## src/reset_init_pkg.sv

```systemverilog
// Constants and types for the reset-cause and register-init block
package reset_init_pkg;

    // Register indices; byte address is four times the index
    localparam logic [6:0] IDX_STATUS   = 7'h03;
    localparam logic [6:0] IDX_BANK     = 7'h04;
    localparam logic [6:0] IDX_PORT5    = 7'h05;
    localparam logic [6:0] IDX_PORT6    = 7'h06;
    localparam logic [6:0] IDX_PORT7    = 7'h07;
    localparam logic [6:0] IDX_AISEL    = 7'h08;
    localparam logic [6:0] IDX_CONVCTL  = 7'h09;
    localparam logic [6:0] IDX_CONVOFS  = 7'h0A;
    localparam logic [6:0] IDX_RESUP    = 7'h0B;
    localparam logic [6:0] IDX_RESHI    = 7'h0C;
    localparam logic [6:0] IDX_RESLO    = 7'h0D;
    localparam logic [6:0] IDX_ISTAT2   = 7'h0E;
    localparam logic [6:0] IDX_ISTAT1   = 7'h0F;
    localparam logic [6:0] IDX_RAM_LO   = 7'h10;
    localparam logic [6:0] IDX_RAM_HI   = 7'h3F;
    localparam logic [6:0] IDX_EVT_STAT = 7'h40;
    localparam logic [6:0] IDX_EVT_CLR  = 7'h41;
    localparam logic [6:0] IDX_EVT_EN   = 7'h42;

    // Field positions
    localparam int POS_RST_FLAG  = 7;
    localparam int POS_T_FLAG    = 4;
    localparam int POS_P_FLAG    = 3;
    localparam int POS_BANK_HI   = 7;
    localparam int POS_BANK_SEL  = 6;
    localparam int POS_CONV_RUN  = 4;
    localparam int POS_CONV_DONE = 5;

    // Values after reset and implemented-bit masks
    localparam logic [7:0] RST_BANK   = 8'h00;
    localparam logic [7:0] RST_PORT5  = 8'hFF;
    localparam logic [7:0] RST_PORT6  = 8'hFF;
    localparam logic [7:0] RST_PORT7  = 8'h01;
    localparam logic [7:0] RST_ZERO   = 8'h00;
    localparam logic [7:0] MASK_PORT7 = 8'h01;
    localparam logic [7:0] MASK_AISEL = 8'h0F;
    localparam logic [7:0] MASK_CONV  = 8'hFB;
    localparam logic [7:0] MASK_OFS   = 8'hF8;
    localparam logic [7:0] MASK_IST2  = 8'h2A;
    localparam logic [4:0] RST_EVT    = 5'h01;

    // Cause flags as seen by firmware
    typedef struct packed {
        logic wake;
        logic timeout;
        logic power_down;
    } cause_flags_t;

    // Sticky event bits
    typedef struct packed {
        logic wdt_wake;
        logic pin_wake;
        logic wdt_reset;
        logic pin_reset;
        logic power_on;
    } events_t;

endpackage

```

## src/reset_cause_and_register_init.sv

```systemverilog
// Reset-cause recording and special-register initialisation with Avalon-MM access
// Behaviour
// - Power-on and a low external reset pin both put the core in reset.
// - Watchdog time-out resets only while the watchdog is enabled.
// - Power-on clears wake flag, sets time-out and power-down flags.
// - Pin reset while running clears wake flag, keeps time-out and power-down.
// - Pin reset from sleep clears wake, sets time-out, clears power-down.
// - Watchdog reset while running clears wake and time-out, sets power-down.
// - Watchdog wake from sleep clears all three flags.
// - Pin-change wake sets wake and time-out flags, clears power-down.
// - Clear instruction sets T and P; sleep sets T, clears P.
// - Scratch RAM is not initialised and survives pin, watchdog and wake resets.
`timescale 1ns/10ps

module reset_cause_and_register_init
    import reset_init_pkg::*;
(
    input  wire logic        clk_in,              // Core clock, 100 MHz
    input  wire logic        rst_b_in,            // Power-on reset, async, active low
    input  wire logic        ext_reset_b_in,      // External reset pin, active low
    input  wire logic        wdt_enable_in,       // Watchdog enabled
    input  wire logic        wdt_timeout_in,      // Watchdog time-out pulse
    input  wire logic        watchdog_clear_instruction_exec_in,        // Watchdog-clear instruction pulse
    input  wire logic        sleep_exec_in,       // Sleep instruction pulse
    input  wire logic        pin_change_in,       // Input pin change pulse
    input  wire logic        conv_done_in,        // Conversion complete pulse
    input  wire logic [11:0] conv_result_in,      // Conversion result
    input  wire logic [7:0]  int_request_in,      // Interrupt request pulses
    input  wire logic [8:0]  avs_address_in,      // Byte address
    input  wire logic        avs_read_in,         // Read request
    input  wire logic        avs_write_in,        // Write request
    input  wire logic [31:0] avs_writedata_in,    // Write data
    input  wire logic [3:0]  avs_byteenable_in,   // Byte enables
    output logic      [31:0] avs_readdata_out,    // Read data
    output logic             avs_waitrequest_out, // Wait request
    output logic             core_reset_out,      // Core held in reset
    output logic             sleeping_out,        // Core is asleep
    output logic             wake_flag_out,       // Pin-change wake flag
    output logic             timeout_flag_out,    // Time-out flag
    output logic             power_down_flag_out, // Power-down flag
    output logic             bank_select_out,     // Bank select bit
    output logic      [7:0]  port5_out,           // Port five data
    output logic      [7:0]  port6_out,           // Port six data
    output logic      [7:0]  port7_out,           // Port seven data
    output logic      [3:0]  analog_enable_out,   // Analog input enables
    output logic      [7:0]  conv_control_out,    // Converter control
    output logic      [7:0]  conv_offset_out,     // Converter offset calibration
    output logic             irq_out              // Event interrupt, active high
);

    ////////////////////////////////////////////////////////////////////////////
    // State

    typedef struct packed {
        logic         pin_s1;
        logic         pin_s2;
        logic         pin_s3;
        logic         pin_low;
        logic         sleeping;
        logic         core_rst;
        cause_flags_t flags;
        logic [7:0]   bank;
        logic [7:0]   port5;
        logic [7:0]   port6;
        logic [7:0]   port7;
        logic [7:0]   aisel;
        logic [7:0]   convctl;
        logic [7:0]   convofs;
        logic [7:0]   resup;
        logic [7:0]   reshi;
        logic [7:0]   reslo;
        logic [7:0]   istat2;
        logic [7:0]   istat1;
        events_t      evt_stat;
        events_t      evt_en;
        logic         irq;
        logic         waitreq;
        logic [31:0]  rdata;
    } state_t;

    localparam state_t STATE_RST = '{
        pin_s1:   1'b0,
        pin_s2:   1'b0,
        pin_s3:   1'b0,
        pin_low:  1'b1,
        sleeping: 1'b0,
        core_rst: 1'b1,
        flags:    '{wake: 1'b0, timeout: 1'b1, power_down: 1'b1},
        bank:     RST_BANK,
        port5:    RST_PORT5,
        port6:    RST_PORT6,
        port7:    RST_PORT7,
        aisel:    RST_ZERO,
        convctl:  RST_ZERO,
        convofs:  RST_ZERO,
        resup:    RST_ZERO,
        reshi:    RST_ZERO,
        reslo:    RST_ZERO,
        istat2:   RST_ZERO,
        istat1:   RST_ZERO,
        evt_stat: RST_EVT,
        evt_en:   5'h00,
        irq:      1'b0,
        waitreq:  1'b1,
        rdata:    32'h0000_0000
    };

    state_t     st_reg;
    state_t     st_next;
    logic [7:0] ram [IDX_RAM_LO:IDX_RAM_HI];

    ////////////////////////////////////////////////////////////////////////////
    // Helpers

    // Widen a byte to a bus word
    function automatic logic [31:0] word(input logic [7:0] b);
        return {24'h00_0000, b};
    endfunction

    // Byte-lane write into the implemented bits only
    function automatic logic [7:0] wr8(input logic [7:0] old,
                                       input logic [7:0] data,
                                       input logic [7:0] mask);
        return (old & ~mask) | (data & mask);
    endfunction

    logic [6:0] idx;
    logic       commit;
    logic       wr_ok;
    logic       ram_hit;
    logic       pin_fall;
    logic       wdt_fire;
    logic       wdt_wake;
    logic       pin_wake;
    logic       soft_rst;
    logic [7:0] wd;

    assign idx     = avs_address_in[8:2];
    assign wd      = avs_writedata_in[7:0];
    assign ram_hit = (idx >= IDX_RAM_LO) && (idx <= IDX_RAM_HI);
    // A write takes effect at the edge where waitrequest is seen low
    assign commit  = ~st_reg.waitreq & (avs_read_in | avs_write_in);
    assign wr_ok   = commit & avs_write_in & avs_byteenable_in[0];

    ////////////////////////////////////////////////////////////////////////////
    // Next state

    always_comb begin
        st_next = st_reg;

        // Pin synchroniser; level counts once stages two and three agree
        st_next.pin_s1 = ext_reset_b_in;
        st_next.pin_s2 = st_reg.pin_s1;
        st_next.pin_s3 = st_reg.pin_s2;
        if (st_reg.pin_s2 == st_reg.pin_s3) begin
            st_next.pin_low = ~st_reg.pin_s3;
        end
        pin_fall = st_next.pin_low & ~st_reg.pin_low;

        wdt_fire = wdt_timeout_in & wdt_enable_in;
        wdt_wake = wdt_fire & st_reg.sleeping;
        pin_wake = pin_change_in & st_reg.sleeping & ~st_reg.pin_low & ~wdt_fire;
        // Pin held low or watchdog fire
        soft_rst = st_next.pin_low | wdt_fire;

        // Cause flags, highest priority last
        if (watchdog_clear_instruction_exec_in) begin
            st_next.flags.timeout    = 1'b1;
            st_next.flags.power_down = 1'b1;
        end
        if (sleep_exec_in & ~st_reg.core_rst) begin
            st_next.flags.timeout    = 1'b1;
            st_next.flags.power_down = 1'b0;
            st_next.sleeping         = 1'b1;
        end
        if (pin_wake) begin
            st_next.flags    = '{wake: 1'b1, timeout: 1'b1, power_down: 1'b0};
            st_next.sleeping = 1'b0;
            st_next.bank[POS_BANK_HI] = 1'b0;
        end
        if (wdt_fire & ~pin_fall) begin
            if (st_reg.sleeping) begin
                st_next.flags = '{wake: 1'b0, timeout: 1'b0, power_down: 1'b0};
            end else begin
                st_next.flags = '{wake: 1'b0, timeout: 1'b0, power_down: 1'b1};
            end
            st_next.sleeping = 1'b0;
        end
        if (pin_fall) begin
            if (st_reg.sleeping) begin
                st_next.flags = '{wake: 1'b0, timeout: 1'b1, power_down: 1'b0};
            end else begin
                st_next.flags.wake = 1'b0;
            end
            st_next.sleeping = 1'b0;
        end

        // Software writes to special registers
        if (wr_ok && !st_reg.core_rst) begin
            unique case (idx)
                IDX_BANK:    st_next.bank    = wd;
                IDX_PORT5:   st_next.port5   = wd;
                IDX_PORT6:   st_next.port6   = wd;
                IDX_PORT7:   st_next.port7   = wr8(st_reg.port7, wd, MASK_PORT7);
                IDX_AISEL:   st_next.aisel   = wr8(st_reg.aisel, wd, MASK_AISEL);
                IDX_CONVCTL: begin
                    st_next.convctl = wr8(st_reg.convctl, wd, MASK_CONV);
                    // Run bit can be set but not cleared by software
                    st_next.convctl[POS_CONV_RUN] = st_reg.convctl[POS_CONV_RUN]
                                                    | wd[POS_CONV_RUN];
                end
                IDX_CONVOFS: st_next.convofs = wr8(st_reg.convofs, wd, MASK_OFS);
                IDX_ISTAT2:  st_next.istat2  = wr8(st_reg.istat2, wd, MASK_IST2);
                IDX_ISTAT1:  st_next.istat1  = wd;
                IDX_EVT_EN:  st_next.evt_en  = wd[4:0];
                IDX_EVT_CLR: st_next.evt_stat = st_reg.evt_stat & ~wd[4:0];
                default: ;
            endcase
        end

        // Hardware sets win over software clears
        st_next.istat1 = st_next.istat1 | int_request_in;
        if (conv_done_in) begin
            st_next.resup = conv_result_in[11:4];
            st_next.reshi = {4'h0, conv_result_in[11:8]};
            st_next.reslo = conv_result_in[7:0];
            st_next.istat2[POS_CONV_DONE] = 1'b1;
            st_next.convctl[POS_CONV_RUN] = 1'b0;
        end

        if (soft_rst) begin
            st_next.bank[POS_BANK_HI]  = 1'b0;
            st_next.bank[POS_BANK_SEL] = 1'b0;
            st_next.port5   = RST_PORT5;
            st_next.port6   = RST_PORT6;
            st_next.port7   = RST_PORT7;
            st_next.aisel   = RST_ZERO;
            st_next.convctl = RST_ZERO;
            st_next.convofs = RST_ZERO;
            st_next.istat2  = RST_ZERO;
            st_next.istat1  = RST_ZERO;
        end

        // Sticky events
        st_next.evt_stat.pin_reset = st_next.evt_stat.pin_reset | pin_fall;
        st_next.evt_stat.wdt_reset = st_next.evt_stat.wdt_reset
                                     | (wdt_fire & ~st_reg.sleeping);
        st_next.evt_stat.wdt_wake  = st_next.evt_stat.wdt_wake | wdt_wake;
        st_next.evt_stat.pin_wake  = st_next.evt_stat.pin_wake | pin_wake;
        st_next.irq = |(st_next.evt_stat & st_next.evt_en);

        // Core reset released on a clock edge
        st_next.core_rst = soft_rst;

        // Bus handshake: one wait cycle, then answer
        if (!st_reg.waitreq) begin
            st_next.waitreq = 1'b1;
        end else if (avs_read_in | avs_write_in) begin
            st_next.waitreq = 1'b0;
            st_next.rdata   = 32'h0000_0000;
            if (avs_read_in) begin
                if (ram_hit) begin
                    st_next.rdata = word(ram[idx]);
                end else begin
                    unique case (idx)
                        IDX_STATUS:   st_next.rdata = word({st_reg.flags.wake, 2'b00,
                                                   st_reg.flags.timeout,
                                                   st_reg.flags.power_down, 3'b000});
                        IDX_BANK:     st_next.rdata = word(st_reg.bank);
                        IDX_PORT5:    st_next.rdata = word(st_reg.port5);
                        IDX_PORT6:    st_next.rdata = word(st_reg.port6);
                        IDX_PORT7:    st_next.rdata = word(st_reg.port7);
                        IDX_AISEL:    st_next.rdata = word(st_reg.aisel);
                        IDX_CONVCTL:  st_next.rdata = word(st_reg.convctl);
                        IDX_CONVOFS:  st_next.rdata = word(st_reg.convofs);
                        IDX_RESUP:    st_next.rdata = word(st_reg.resup);
                        IDX_RESHI:    st_next.rdata = word(st_reg.reshi);
                        IDX_RESLO:    st_next.rdata = word(st_reg.reslo);
                        IDX_ISTAT2:   st_next.rdata = word(st_reg.istat2);
                        IDX_ISTAT1:   st_next.rdata = word(st_reg.istat1);
                        IDX_EVT_STAT: st_next.rdata = word({3'b000, st_reg.evt_stat});
                        IDX_EVT_EN:   st_next.rdata = word({3'b000, st_reg.evt_en});
                        default:      st_next.rdata = 32'h0000_0000;
                    endcase
                end
            end
        end
    end

    ////////////////////////////////////////////////////////////////////////////
    // Registers

    // Power-on values of the cause flags
    always_ff @(posedge clk_in or negedge rst_b_in) begin
        if (!rst_b_in) begin
            st_reg <= STATE_RST;
        end else begin
            st_reg <= st_next;
        end
    end

    // Scratch RAM has no reset and ignores soft resets
    always_ff @(posedge clk_in) begin
        if (wr_ok && ram_hit) begin
            ram[idx] <= wd;
        end
    end

    ////////////////////////////////////////////////////////////////////////////
    // Outputs

    assign avs_readdata_out    = st_reg.rdata;
    assign avs_waitrequest_out = st_reg.waitreq;
    assign core_reset_out      = st_reg.core_rst;
    assign sleeping_out        = st_reg.sleeping;
    assign wake_flag_out       = st_reg.flags.wake;
    assign timeout_flag_out    = st_reg.flags.timeout;
    assign power_down_flag_out = st_reg.flags.power_down;
    assign bank_select_out     = st_reg.bank[POS_BANK_SEL];
    assign port5_out           = st_reg.port5;
    assign port6_out           = st_reg.port6;
    assign port7_out           = st_reg.port7;
    assign analog_enable_out   = st_reg.aisel[3:0];
    assign conv_control_out    = st_reg.convctl;
    assign conv_offset_out     = st_reg.convofs;
    assign irq_out             = st_reg.irq;

endmodule

```

## config.mk

```make
export PLATFORM = sky130hd
export DESIGN_NAME = reset_cause_and_register_init
export DESIGN_NICKNAME = d
export VERILOG_FILES = /design/src/reset_init_pkg.sv /design/src/reset_cause_and_register_init.sv
export SDC_FILE = /design/constraint.sdc
export NUM_CORES = 1
export LEC_CHECK = 0
export ABC_AREA = 1
export BUFFER_PORTS_ARGS = -buffer_cell sky130_fd_sc_hd__buf_2
export CAP_MARGIN = 5
export CELL_PAD_IN_SITES_DETAIL_PLACEMENT = 1
export CELL_PAD_IN_SITES_GLOBAL_PLACEMENT = 1
export CORE_MARGIN = 2
export CORE_UTILIZATION = 47
export DETAILED_ROUTE_END_ITERATION = 16
export GPL_ROUTABILITY_DRIVEN = 0
export GPL_TIMING_DRIVEN = 0
export PLACE_DENSITY = 0.77
export SYNTH_ARGS = -nofsm -noshare
export SYNTH_HDL_FRONTEND = slang
export SYNTH_SLANG_ARGS = --single-unit
export TNS_END_PERCENT = 1
```

## constraint.sdc

```tcl
create_clock -name clk_in -period 2.63 [get_ports clk_in]
set_input_delay 0.526 -clock clk_in [delete_from_list [all_inputs] [get_ports clk_in]]
set_output_delay 0.526 -clock clk_in [all_outputs]
set_load 0.03 [all_outputs]
```

# Word level (Yosys, flattened, before mapping)
# Memory sizes are Yosys's and may differ from the RTL's.
# Index checks and enable logic that the tools add are counted.
word_totals:
  reg_bits: 145
  latchBits: 0
  mem_bits_rw: 384
  rom_bits: 0
  in_bits: 76
  output_inout_bits: 84
  wordCells: 161
  n_memories: 1
op_classes:
  n_addsub: 0
  mul: 0
  div_mod_pow: 0
  order_cmp: 2
  n_eq_ne: 17
  shift: 0
  n_mux: 37
  bitwise: 35
  n_reduce_logical: 31
mem_list:
  columns: ["memory", "words", "width", "read_ports", "rd_ports_with_merged_regs", "write_ports", "line_no", "rtl"]
  rows:
  - ["ram", 48, 8, 1, 0, 1, "reset_cause_and_register_init.sv:110", "logic [7:0] ram [IDX_RAM_LO:IDX_RAM_HI];"]
op_table:
  columns: ["op", "count"]
  rows:
  - ["case mux 8 bit (15 select lines)", 1]
  - ["two-way mux 8 bit", 9]
  - ["two-way mux 32 bit", 2]
  - ["== test 7 x 4 -> 1 bit, second input constant", 8]
  - ["two-way mux 56 bit", 1]
  - ["two-way mux 48 bit", 1]
  - ["two-way mux 33 bit", 1]
  - ["== test 7 x 3 -> 1 bit, second input constant", 4]
  - ["two-way mux 26 bit", 1]
  - ["AND reduction 2 bit", 12]
  - ["== test 7 bit, second input constant", 3]
  - ["nonzero test 2 bit", 9]
  - ["two-way mux 16 bit", 1]
  - ["OR 3 x 8 -> 8 bit", 2]
  - ["AND 1 bit", 12]
  - ["nonzero test 3 bit", 4]
  - ["two-way mux 1 bit", 11]
  - ["AND 5 bit", 2]
  - ["two-way mux 5 bit", 2]
  - ["two-way mux 2 bit", 4]
  - ["OR 8 x 1 -> 8 bit", 1]
  - ["OR 8 x 4 -> 8 bit", 1]
  - ["OR 8 x 6 -> 8 bit", 1]
  - ["OR 8 bit", 1]
  - ["13 further kinds", 28]

# Longest topological paths before layout
# Gate-level depths: netlist (run 1).
depth:
  ltp_word: 9
  mapped_depth: 14
  mapped_depth_nobuf: 12

# Worst setup path after synthesis (run 1)
# No wires, ideal clock.
synth_path:
  kind: "input to register"
  start: "input port avs_address_in[7]"
  end: "memory ram[51][0] (enable)"
  setup_ps: 370
  arrival_ps: 1810
  required_ps: 2260
  setup_slack_ps: 450
  stages: 7
  n_path_buf: 1
  path_cell_list: "nor2_2 > nor2_1 > inv_1 > nor2_1 > nand2_1 > clkbuf_1 > nor2_1"
synth_via:
  elab_chain_cells: 5
  elab_cells_between_ends: 6
  classes_between: "order compare: 2; mux: 2; reduce/logical: 2"
synth_lines:
  columns: ["item", "line_no", "rtl"]
  rows:
  - ["start, declared", "reset_cause_and_register_init.sv:29", "input wire logic [8:0] avs_address_in,"]
  - [">= comparator 7 x 5 -> 1 bit or less-or-equal comparator 7 x 6 -> 1 bit (tied branches)", "reset_cause_and_register_init.sv:140", "assign ram_hit = (idx >= IDX_RAM_LO) && (idx <= IDX_RAM_HI);"]
  - ["logical AND 1 bit", "reset_cause_and_register_init.sv:140", null]
  - ["logical AND 1 bit", "reset_cause_and_register_init.sv:304", "if (wr_ok && ram_hit) begin"]
  - ["two-way mux 1 bit", "reset_cause_and_register_init.sv:304", null]
  - ["two-way mux 1 bit (implied by the code)", "reset_cause_and_register_init.sv:305", "ram[idx] <= wd;"]
  - ["end, declared", "reset_cause_and_register_init.sv:110", null]
# Parallel ways exist; a longest one is shown, timed or not.

# Final worst setup path (run 1)
layout_path:
  start: "input port avs_address_in[7]"
  end: "memory ram[38][4] (enable)"
# The elaborated chain is that of the path after synthesis.

==> results of run 1 <==
-- logic make-up after synthesis --
| group | share of synthesized area |
|---|---|
| AOI/OAI and AO/OA | 0.03365 |
| DFF | 0.6288 |
| buffers and inverters | 0.09671 |
| other | 0.0001698 |
| and+or+nand+nor | 0.2407 |
-- area by class of cell --
class,instances,area (um^2),area share
Clock inverter,26,185.2,0.007348
Sequential cell,477,13890,0.5510
Tap cell,607,759.5,0.03014
Multi-Input combinational cell,1547,6342,0.2517
Timing Repair Buffer,101,570.5,0.02264
Buffer,157,942.2,0.03738
Inverter,319,1197,0.04751
Clock buffer,65,1318,0.05228
-- worst reg2reg max path: cells and delay by family, from the launching register on --
| kind | cells | cell delay, ns |
|---|---|---|
| buf+inv | 2 | 0.42 |
| flops | 1 | 0.38 |
| simple gates | 4 | 1.34 |
-- report_power, final --
part	internal (mW)	switching, mW	leakage [nW]	total, mW
logic	0.413	1.15	6.40	1.57
clock network	3.72	2.98	0.732	6.70
registers	8.31	0.0928	4.61	8.41
-- layer usage --
layer / up-vias / GRT usage
met5: - / 0
met2: 598 / 0.5321
li1: 7932 / -
met1: 8463 / 0.3532
met4: 4 / 0.1247
met3: 169 / 0.05498
-- how the worst max path moves through the flow --
| stage | from | to | cells past startpoint |
|---|---|---|---|
| final | avs_address_in[7] | ram[38][4]$_DFFE_PP_ | 6 |
| after global routing | avs_address_in[7] | ram[38][4]$_DFFE_PP_ | 6 |
| after CTS | avs_waitrequest_out$_DFF_PN1_ | ram[36][0]$_DFFE_PP_ | 6 |
| after detailed placement | avs_address_in[6] | ram[48][5]$_DFFE_PP_ | 8 |
| after global placement | avs_address_in[6] | ram[63][5]$_DFFE_PP_ | 8 |
| after floorplan | avs_address_in[7] | ram[51][0]$_DFFE_PP_ | 7 |
-- repair_timing --
action | CTS | global route
endpoints found under the hold margin | 29 | 0
hold buffers | 2 | 0
endpoints found under the setup margin | 350 | 152
setup buffers | 1 | 0
resized for setup | 37 | 11
pin swaps | 1 | 0
-- layout by cell type, fill, tap and decap left out, types with 2 or more instances in the layout --
cell           instances
o31ai_1                2
clkinv_1              14
inv_6                  2
o21bai_1               8
o21ai_0               87
nor3_2                 5
dlygate4sd3_1          2
a21oi_1               33
nor3_1                 3
nor2_1               245
inv_2                  6
clkinv_2               7
nand3_1               43
dfstp_2               23
buf_4                 83
bufinv_16              2
clkbuf_1              46
nor2_4                17
buf_2                128
nand4_1                2
buf_12                 2
conb_1                35
nand2_1             1021
buf_1                  9
nor2_2                29
edfxtp_1             384
o21ai_1                4
inv_1                312
nand2_2                5
dfrtp_1               70
clkbuf_16             50
-- through the flow --
step | utilization | hold slack, ns | instance area (um^2) | worst slack [ns] | TNS (ns)
after floorplan | - | 0.2304 | 22210 | 0.4499 | 0
after global placement | 0.5047 | 0.3388 | 23450 | -0.9426 | -228.76
after detailed placement | 0.5055 | 0.3449 | 23480 | -1.058 | -242.46
after CTS | 0.5413 | 0.09690 | 25150 | -0.007244 | -0.02165
after global routing | 0.5425 | 0.1254 | 25200 | -0.1127 | -1.702
final | 0.5425 | 0.1217 | 25200 | -0.05086 | -0.4489
==> results.sh, run 1 <==
export IMPL_die_width_um=220.8
export IMPL_r2r_start="avs_waitrequest_out$_DFF_PN1_"
export IMPL_cts_root_buf="clkbuf_16"
export IMPL_largest_register_ffs=384
export IMPL_slowest_delay_ns=0.75
export IMPL_synth_top_area_cell="edfxtp_1"
export IMPL_required_ns=2.84
export IMPL_syn_inst=2466
export IMPL_status="complete, but fails checks"
export IMPL_rows=79
export IMPL_clock_sinks=477
export IMPL_dp_cells=3204
export IMPL_clk_latency_ns=0.61
export IMPL_dr_pass1_iters=5
export IMPL_antennaDiodeCount=0
export IMPL_dr_max_layer_used="met5"
export IMPL_syn_cell_area_um2=22080
export IMPL_synth_ff_type="edfxtp_1"
export IMPL_dp_hpwl_mm=50.15
export IMPL_dr_wl_met2_mm=36.36
export IMPL_worstPathBufferInverterCount=4
export IMPL_endpoint_kind="flip-flop"
export IMPL_setup_viol=16
export IMPL_io_buffers=95
export IMPL_vias=17166
export IMPL_final_max_slew_viol_count=0
export IMPL_drc=0
export IMPL_period_needed_ns=2.681
export IMPL_coreArea_um2=46460
export IMPL_power_density_nw_per_um2=661.6
export IMPL_irDropWorstVdd_uv=591.7
export IMPL_yosysTopAreaCellShare=0.5221
export IMPL_dieArea_um2=48740
export IMPL_clk_pin_slew_ns=0.06
export IMPL_regToRegSetupSlack_ns=0.09
export IMPL_antenna_found_initial=3
export IMPL_clock_skew_ns=0.02974
export IMPL_arrival_ns=2.89
export IMPL_grt_pass1_vias=18139
export IMPL_worst_slack_ns=-0.05086
export IMPL_fmax_mhz=373.0
export IMPL_totalWireLength_mm=71.75
export IMPL_route_met3_wl_mm=4.471
export IMPL_grt_overflow_total=0
export IMPL_grt_pass1_wl_mm=106.3
export IMPL_met1_length_mm=27.94
export IMPL_grt_start_max_net_pins=64
export IMPL_layout_nets=2729
export IMPL_whs_path_depth=3
export IMPL_area_delta_synth_final_pct=14.11
export IMPL_synth_edf_count=384
export IMPL_yosysSeqAreaShare=0.6288
export IMPL_tightest_slew_ns=1.354
export IMPL_synthTopCellsByArea="edfxtp_1 52%, nand2_1 17%, dfrtp_1 7.9%"
export IMPL_die_h_um=220.8
export IMPL_r2r_end="ram[22][1]$_DFFE_PP_"
export IMPL_pin_count=160
export IMPL_startpoint_type="input pin"
export IMPL_worstHoldPathType="input pin to flip-flop"
export IMPL_hold_end="st_reg[60]$_DFFE_PN0P_"
export IMPL_htree_levels=2
export IMPL_r2r_cells=6
export IMPL_violations="setup timing"
export IMPL_start_util=0.4754
export IMPL_yosysUniqueCellTypes=33
export IMPL_finalPower_mw=16.67
export IMPL_fillers=5455
export IMPL_grt_use_total=0.2983
export IMPL_final_cells=3299
export IMPL_ys_ff_latch=477
export IMPL_worstSetupPathType="input pin to flip-flop"
export IMPL_rsz0062_at_grt="true"
export IMPL_slew_headroom=0.09758
export IMPL_cts_buffers_inserted=50
export IMPL_max_cap_violations=0
export IMPL_hold_viol_final=0
export IMPL_yosys_warnings=0
export IMPL_slowest_stage="nor2_1"
export IMPL_final_antenna_net_count=0
export IMPL_yosys_cell_count_top_type="nand2_1"
export IMPL_wire_per_inst_um=21.75
export IMPL_worst_path_max_fanout=10
export IMPL_cts_tree="built"
export IMPL_synthArstFlopShare=0.1950
export IMPL_drt_iter0_drc=1205
export IMPL_leakage_nw=11.74
export IMPL_clock_path_buffers=3
export IMPL_drt_vias_per_instance=5.203
export IMPL_avgSynthCellArea_um2=8.956
export IMPL_path_cells="buf_2, inv_1, nor2_1, inv_1, clkbuf_1, nor2_1"
export IMPL_worst_path_dominant_cell_family="simple AND/OR/NAND/NOR gates"
export IMPL_hold_start="conv_result_in[0]"
export IMPL_layout_drive_gt1_share=0.1356
export IMPL_ys_top_cells_by_count="1,021 x nand2_1, 384 x edfxtp_1, 312 x inv_1"
export IMPL_min_period_over_period=1.019
(Power assumes the default switching activity.)
==> inputs of run 2 (changes only) <==
CTS_BUF_LIST = sky130_fd_sc_hd__clkbuf_16   (was not set)
clock period = 2.9 ns   (was 2.63 ns; I/O delays follow)
==> run 2 against run 1 <==
Compared with the run above: the flow now finishes without violations; setup slack better by 0.074 ns; sequential share of layout area increased by 0.34 points; non-clock buffer count down 1; clock-buffer cell count is 15 lower; routed wire length barely moved; worst hold slack worse by 0.041 ns; die area unchanged; sequential cell count stayed put; combinational power down 10%; register-to-register slack worse by 0.07 ns; final cell count about the same; critical path type is now flip-flop to flip-flop; largest cell class unchanged.
==> results.sh, run 2 (synthesis results as in run 1) <==
export IMPL_layout_commonest_cell="nand2_1"
export IMPL_grt_pass1_vias=18090
export IMPL_layout_common_cells="1,021 x nand2_1, 384 x edfxtp_1, 326 x inv_1"
export IMPL_antenna_found_initial=3
export IMPL_p_comb_frac=0.094
export IMPL_irDropWorstVdd_uv=532.2
export IMPL_p_int_mw=11.21
export IMPL_fmax_mhz=347.5
export IMPL_final_antenna_net_count=0
export IMPL_leakage_nw=11.78
export IMPL_clock_sinks=477
export IMPL_coreArea_um2=46460
export IMPL_netSwitchingPower_mw=3.834
export IMPL_totalWireLength_mm=71.69
export IMPL_clock_path_buffers=3
export IMPL_dr_pass1_iters=5
export IMPL_fin_area_um2=25050
export IMPL_start_util=0.4754
export IMPL_endpoint_kind="flip-flop"
export IMPL_fillers=5481
export IMPL_clk_pin_slew_ns=0.07
export IMPL_pin_count=160
export IMPL_largest_register_ffs=384
export IMPL_dp_hpwl_mm=50.15
export IMPL_die_width_um=220.8
export IMPL_required_ns=3.11
export IMPL_min_period_over_period=0.9922
export IMPL_rsz0062_at_grt="true"
export IMPL_dieArea_um2=48740
export IMPL_vias=17160
export IMPL_grt_pass1_wl_mm=106.1
export IMPL_cts_root_buf="clkbuf_16"
export IMPL_grt_overflow_total=0
export IMPL_seqPwrFrac=0.507
export IMPL_netSwitchingFraction=0.2548
export IMPL_setup_tns_final_ns=0
export IMPL_worstHoldPathType="input pin to flip-flop"
export IMPL_hold_viol_final=0
export IMPL_rows=79
export IMPL_setup_viol=0
export IMPL_cts_buffers_inserted=50
export IMPL_slew_headroom=0.1195
export IMPL_tightest_slew_ns=1.321
export IMPL_drt_vias_per_instance=5.203
export IMPL_worst_path_max_fanout=10
export IMPL_period_needed_ns=2.877
export IMPL_area_delta_synth_final_pct=13.42
export IMPL_worstSetupPathType="flip-flop to flip-flop"
export IMPL_wire_per_inst_um=21.74
export IMPL_grt_start_max_net_pins=64
export IMPL_utilization=0.5392
export IMPL_antennaDiodeCount=0
export IMPL_startpoint_type="flip-flop"
export IMPL_io_buffers=95
export IMPL_postCtsSetupBuffers=0
export IMPL_die_h_um=220.8
export IMPL_grt_use_total=0.2979
export IMPL_drc=0
export IMPL_power_density_nw_per_um2=600.6
export IMPL_clock_skew_ns=0.02977
export IMPL_final_max_slew_viol_count=0
export IMPL_placed_cell_area_um2=23480
export IMPL_status="finished clean"
export IMPL_cts_tree="built"
export IMPL_arrival_ns=3.09
export IMPL_htree_levels=2
export IMPL_layout_drive_gt1_share=0.1275
export IMPL_max_cap_violations=0
export IMPL_drt_iter0_drc=1294
export IMPL_layout_nets=2728
export IMPL_clockPowerShare=0.399
export IMPL_clk_latency_ns=0.61
## run 2: cell count changes in the layout (fill, tap and decap cells not counted), sizes merged
cell / delta
dlygate4sd3: -1
clkinv: +1
clkbuf: -15
inv: +14
## run 2: per-layer routing
| metal | vias up | GRT usage | share of wire |
|---|---|---|---|
| met5 | - | 0 | 0.00038 |
| met4 | 4 | 0.1267 | 0.043 |
| met3 | 175 | 0.05168 | 0.064 |
| met2 | 624 | 0.5283 | 0.50 |
| met1 | 8431 | 0.3567 | 0.39 |
| li1 | 7926 | - | - |
## run 2: worst max-delay path: stages (launching register included)
cell	delay (ns)
dfstp_2	0.38
nor3_2	0.28
inv_1	0.09
nor2_2	0.37
nand2_1	0.28
clkbuf_1	0.40
nor2_2	0.68
## run 2: power by group through the flow
stage | registers, mW | logic (mW) | clock network (mW)
after global routing | 7.63 | 1.52 | 6.29
final | 7.62 | 1.41 | 6.01
after detailed placement | 7.76 | 1.39 | 0
after global placement | 7.76 | 1.34 | 0
after CTS | 7.63 | 1.41 | 6.06
after floorplan | 7.75 | 0.806 | 0
## run 2: repair_timing
| item | 4_1_cts | 5_1_grt |
|---|---|---|
| resized for setup | 14 | 0 |
| gates cloned | 0 | 0 |
| hold buffers | 1 | 0 |
| hold endpoints to repair | 28 | 0 |
| setup endpoints to repair | 129 | 72 |
## run 2: layout make-up
cell class / instances / area, um^2 / share of cell area
inverter: 319 / 1197 / 0.04780
multi-input combinational: 1547 / 6227 / 0.2486
clock buffer: 50 / 1251 / 0.04995
sequential: 477 / 13890 / 0.5544
timing repair buffer: 100 / 545.5 / 0.02178
tap: 607 / 759.5 / 0.03032
clock inverter: 41 / 241.5 / 0.009641
buffer: 157 / 938.4 / 0.03746
## run 2: stage by stage
stage	cells	hold slack, ns	power (mW)	setup WS, ns
finish	3298	0.08077	15.04	0.02269
global route	3298	0.06819	15.45	-0.1276
CTS	3296	0.05253	15.09	0.05914
detailed placement	3204	0.3449	9.155	-0.8423
global placement	3202	0.3388	9.103	-0.7266
floorplan	2500	0.2844	8.555	0.6659
## run 2: worst paths after layout
path	start	end	slack [ns]	cells after the start
worst max-delay path	avs_waitrequest_out$_DFF_PN1_	ram[62][1]$_DFFE_PP_	0.02	6
worst min-delay path	ext_reset_b_in	st_next[147]$_DFF_PN0_	0.08	1
worst max register to register	avs_waitrequest_out$_DFF_PN1_	ram[62][1]$_DFFE_PP_	0.02	6
worst min register to register	st_next[147]$_DFF_PN0_	st_next[146]$_DFF_PN0_	0.36	0
max in group asynchronous	rst_b_in	port5_out[7]$_DFFE_PN1P_	1.72	3
min in group asynchronous	rst_b_in	conv_offset_out[5]$_DFFE_PN0P_	0.46	2
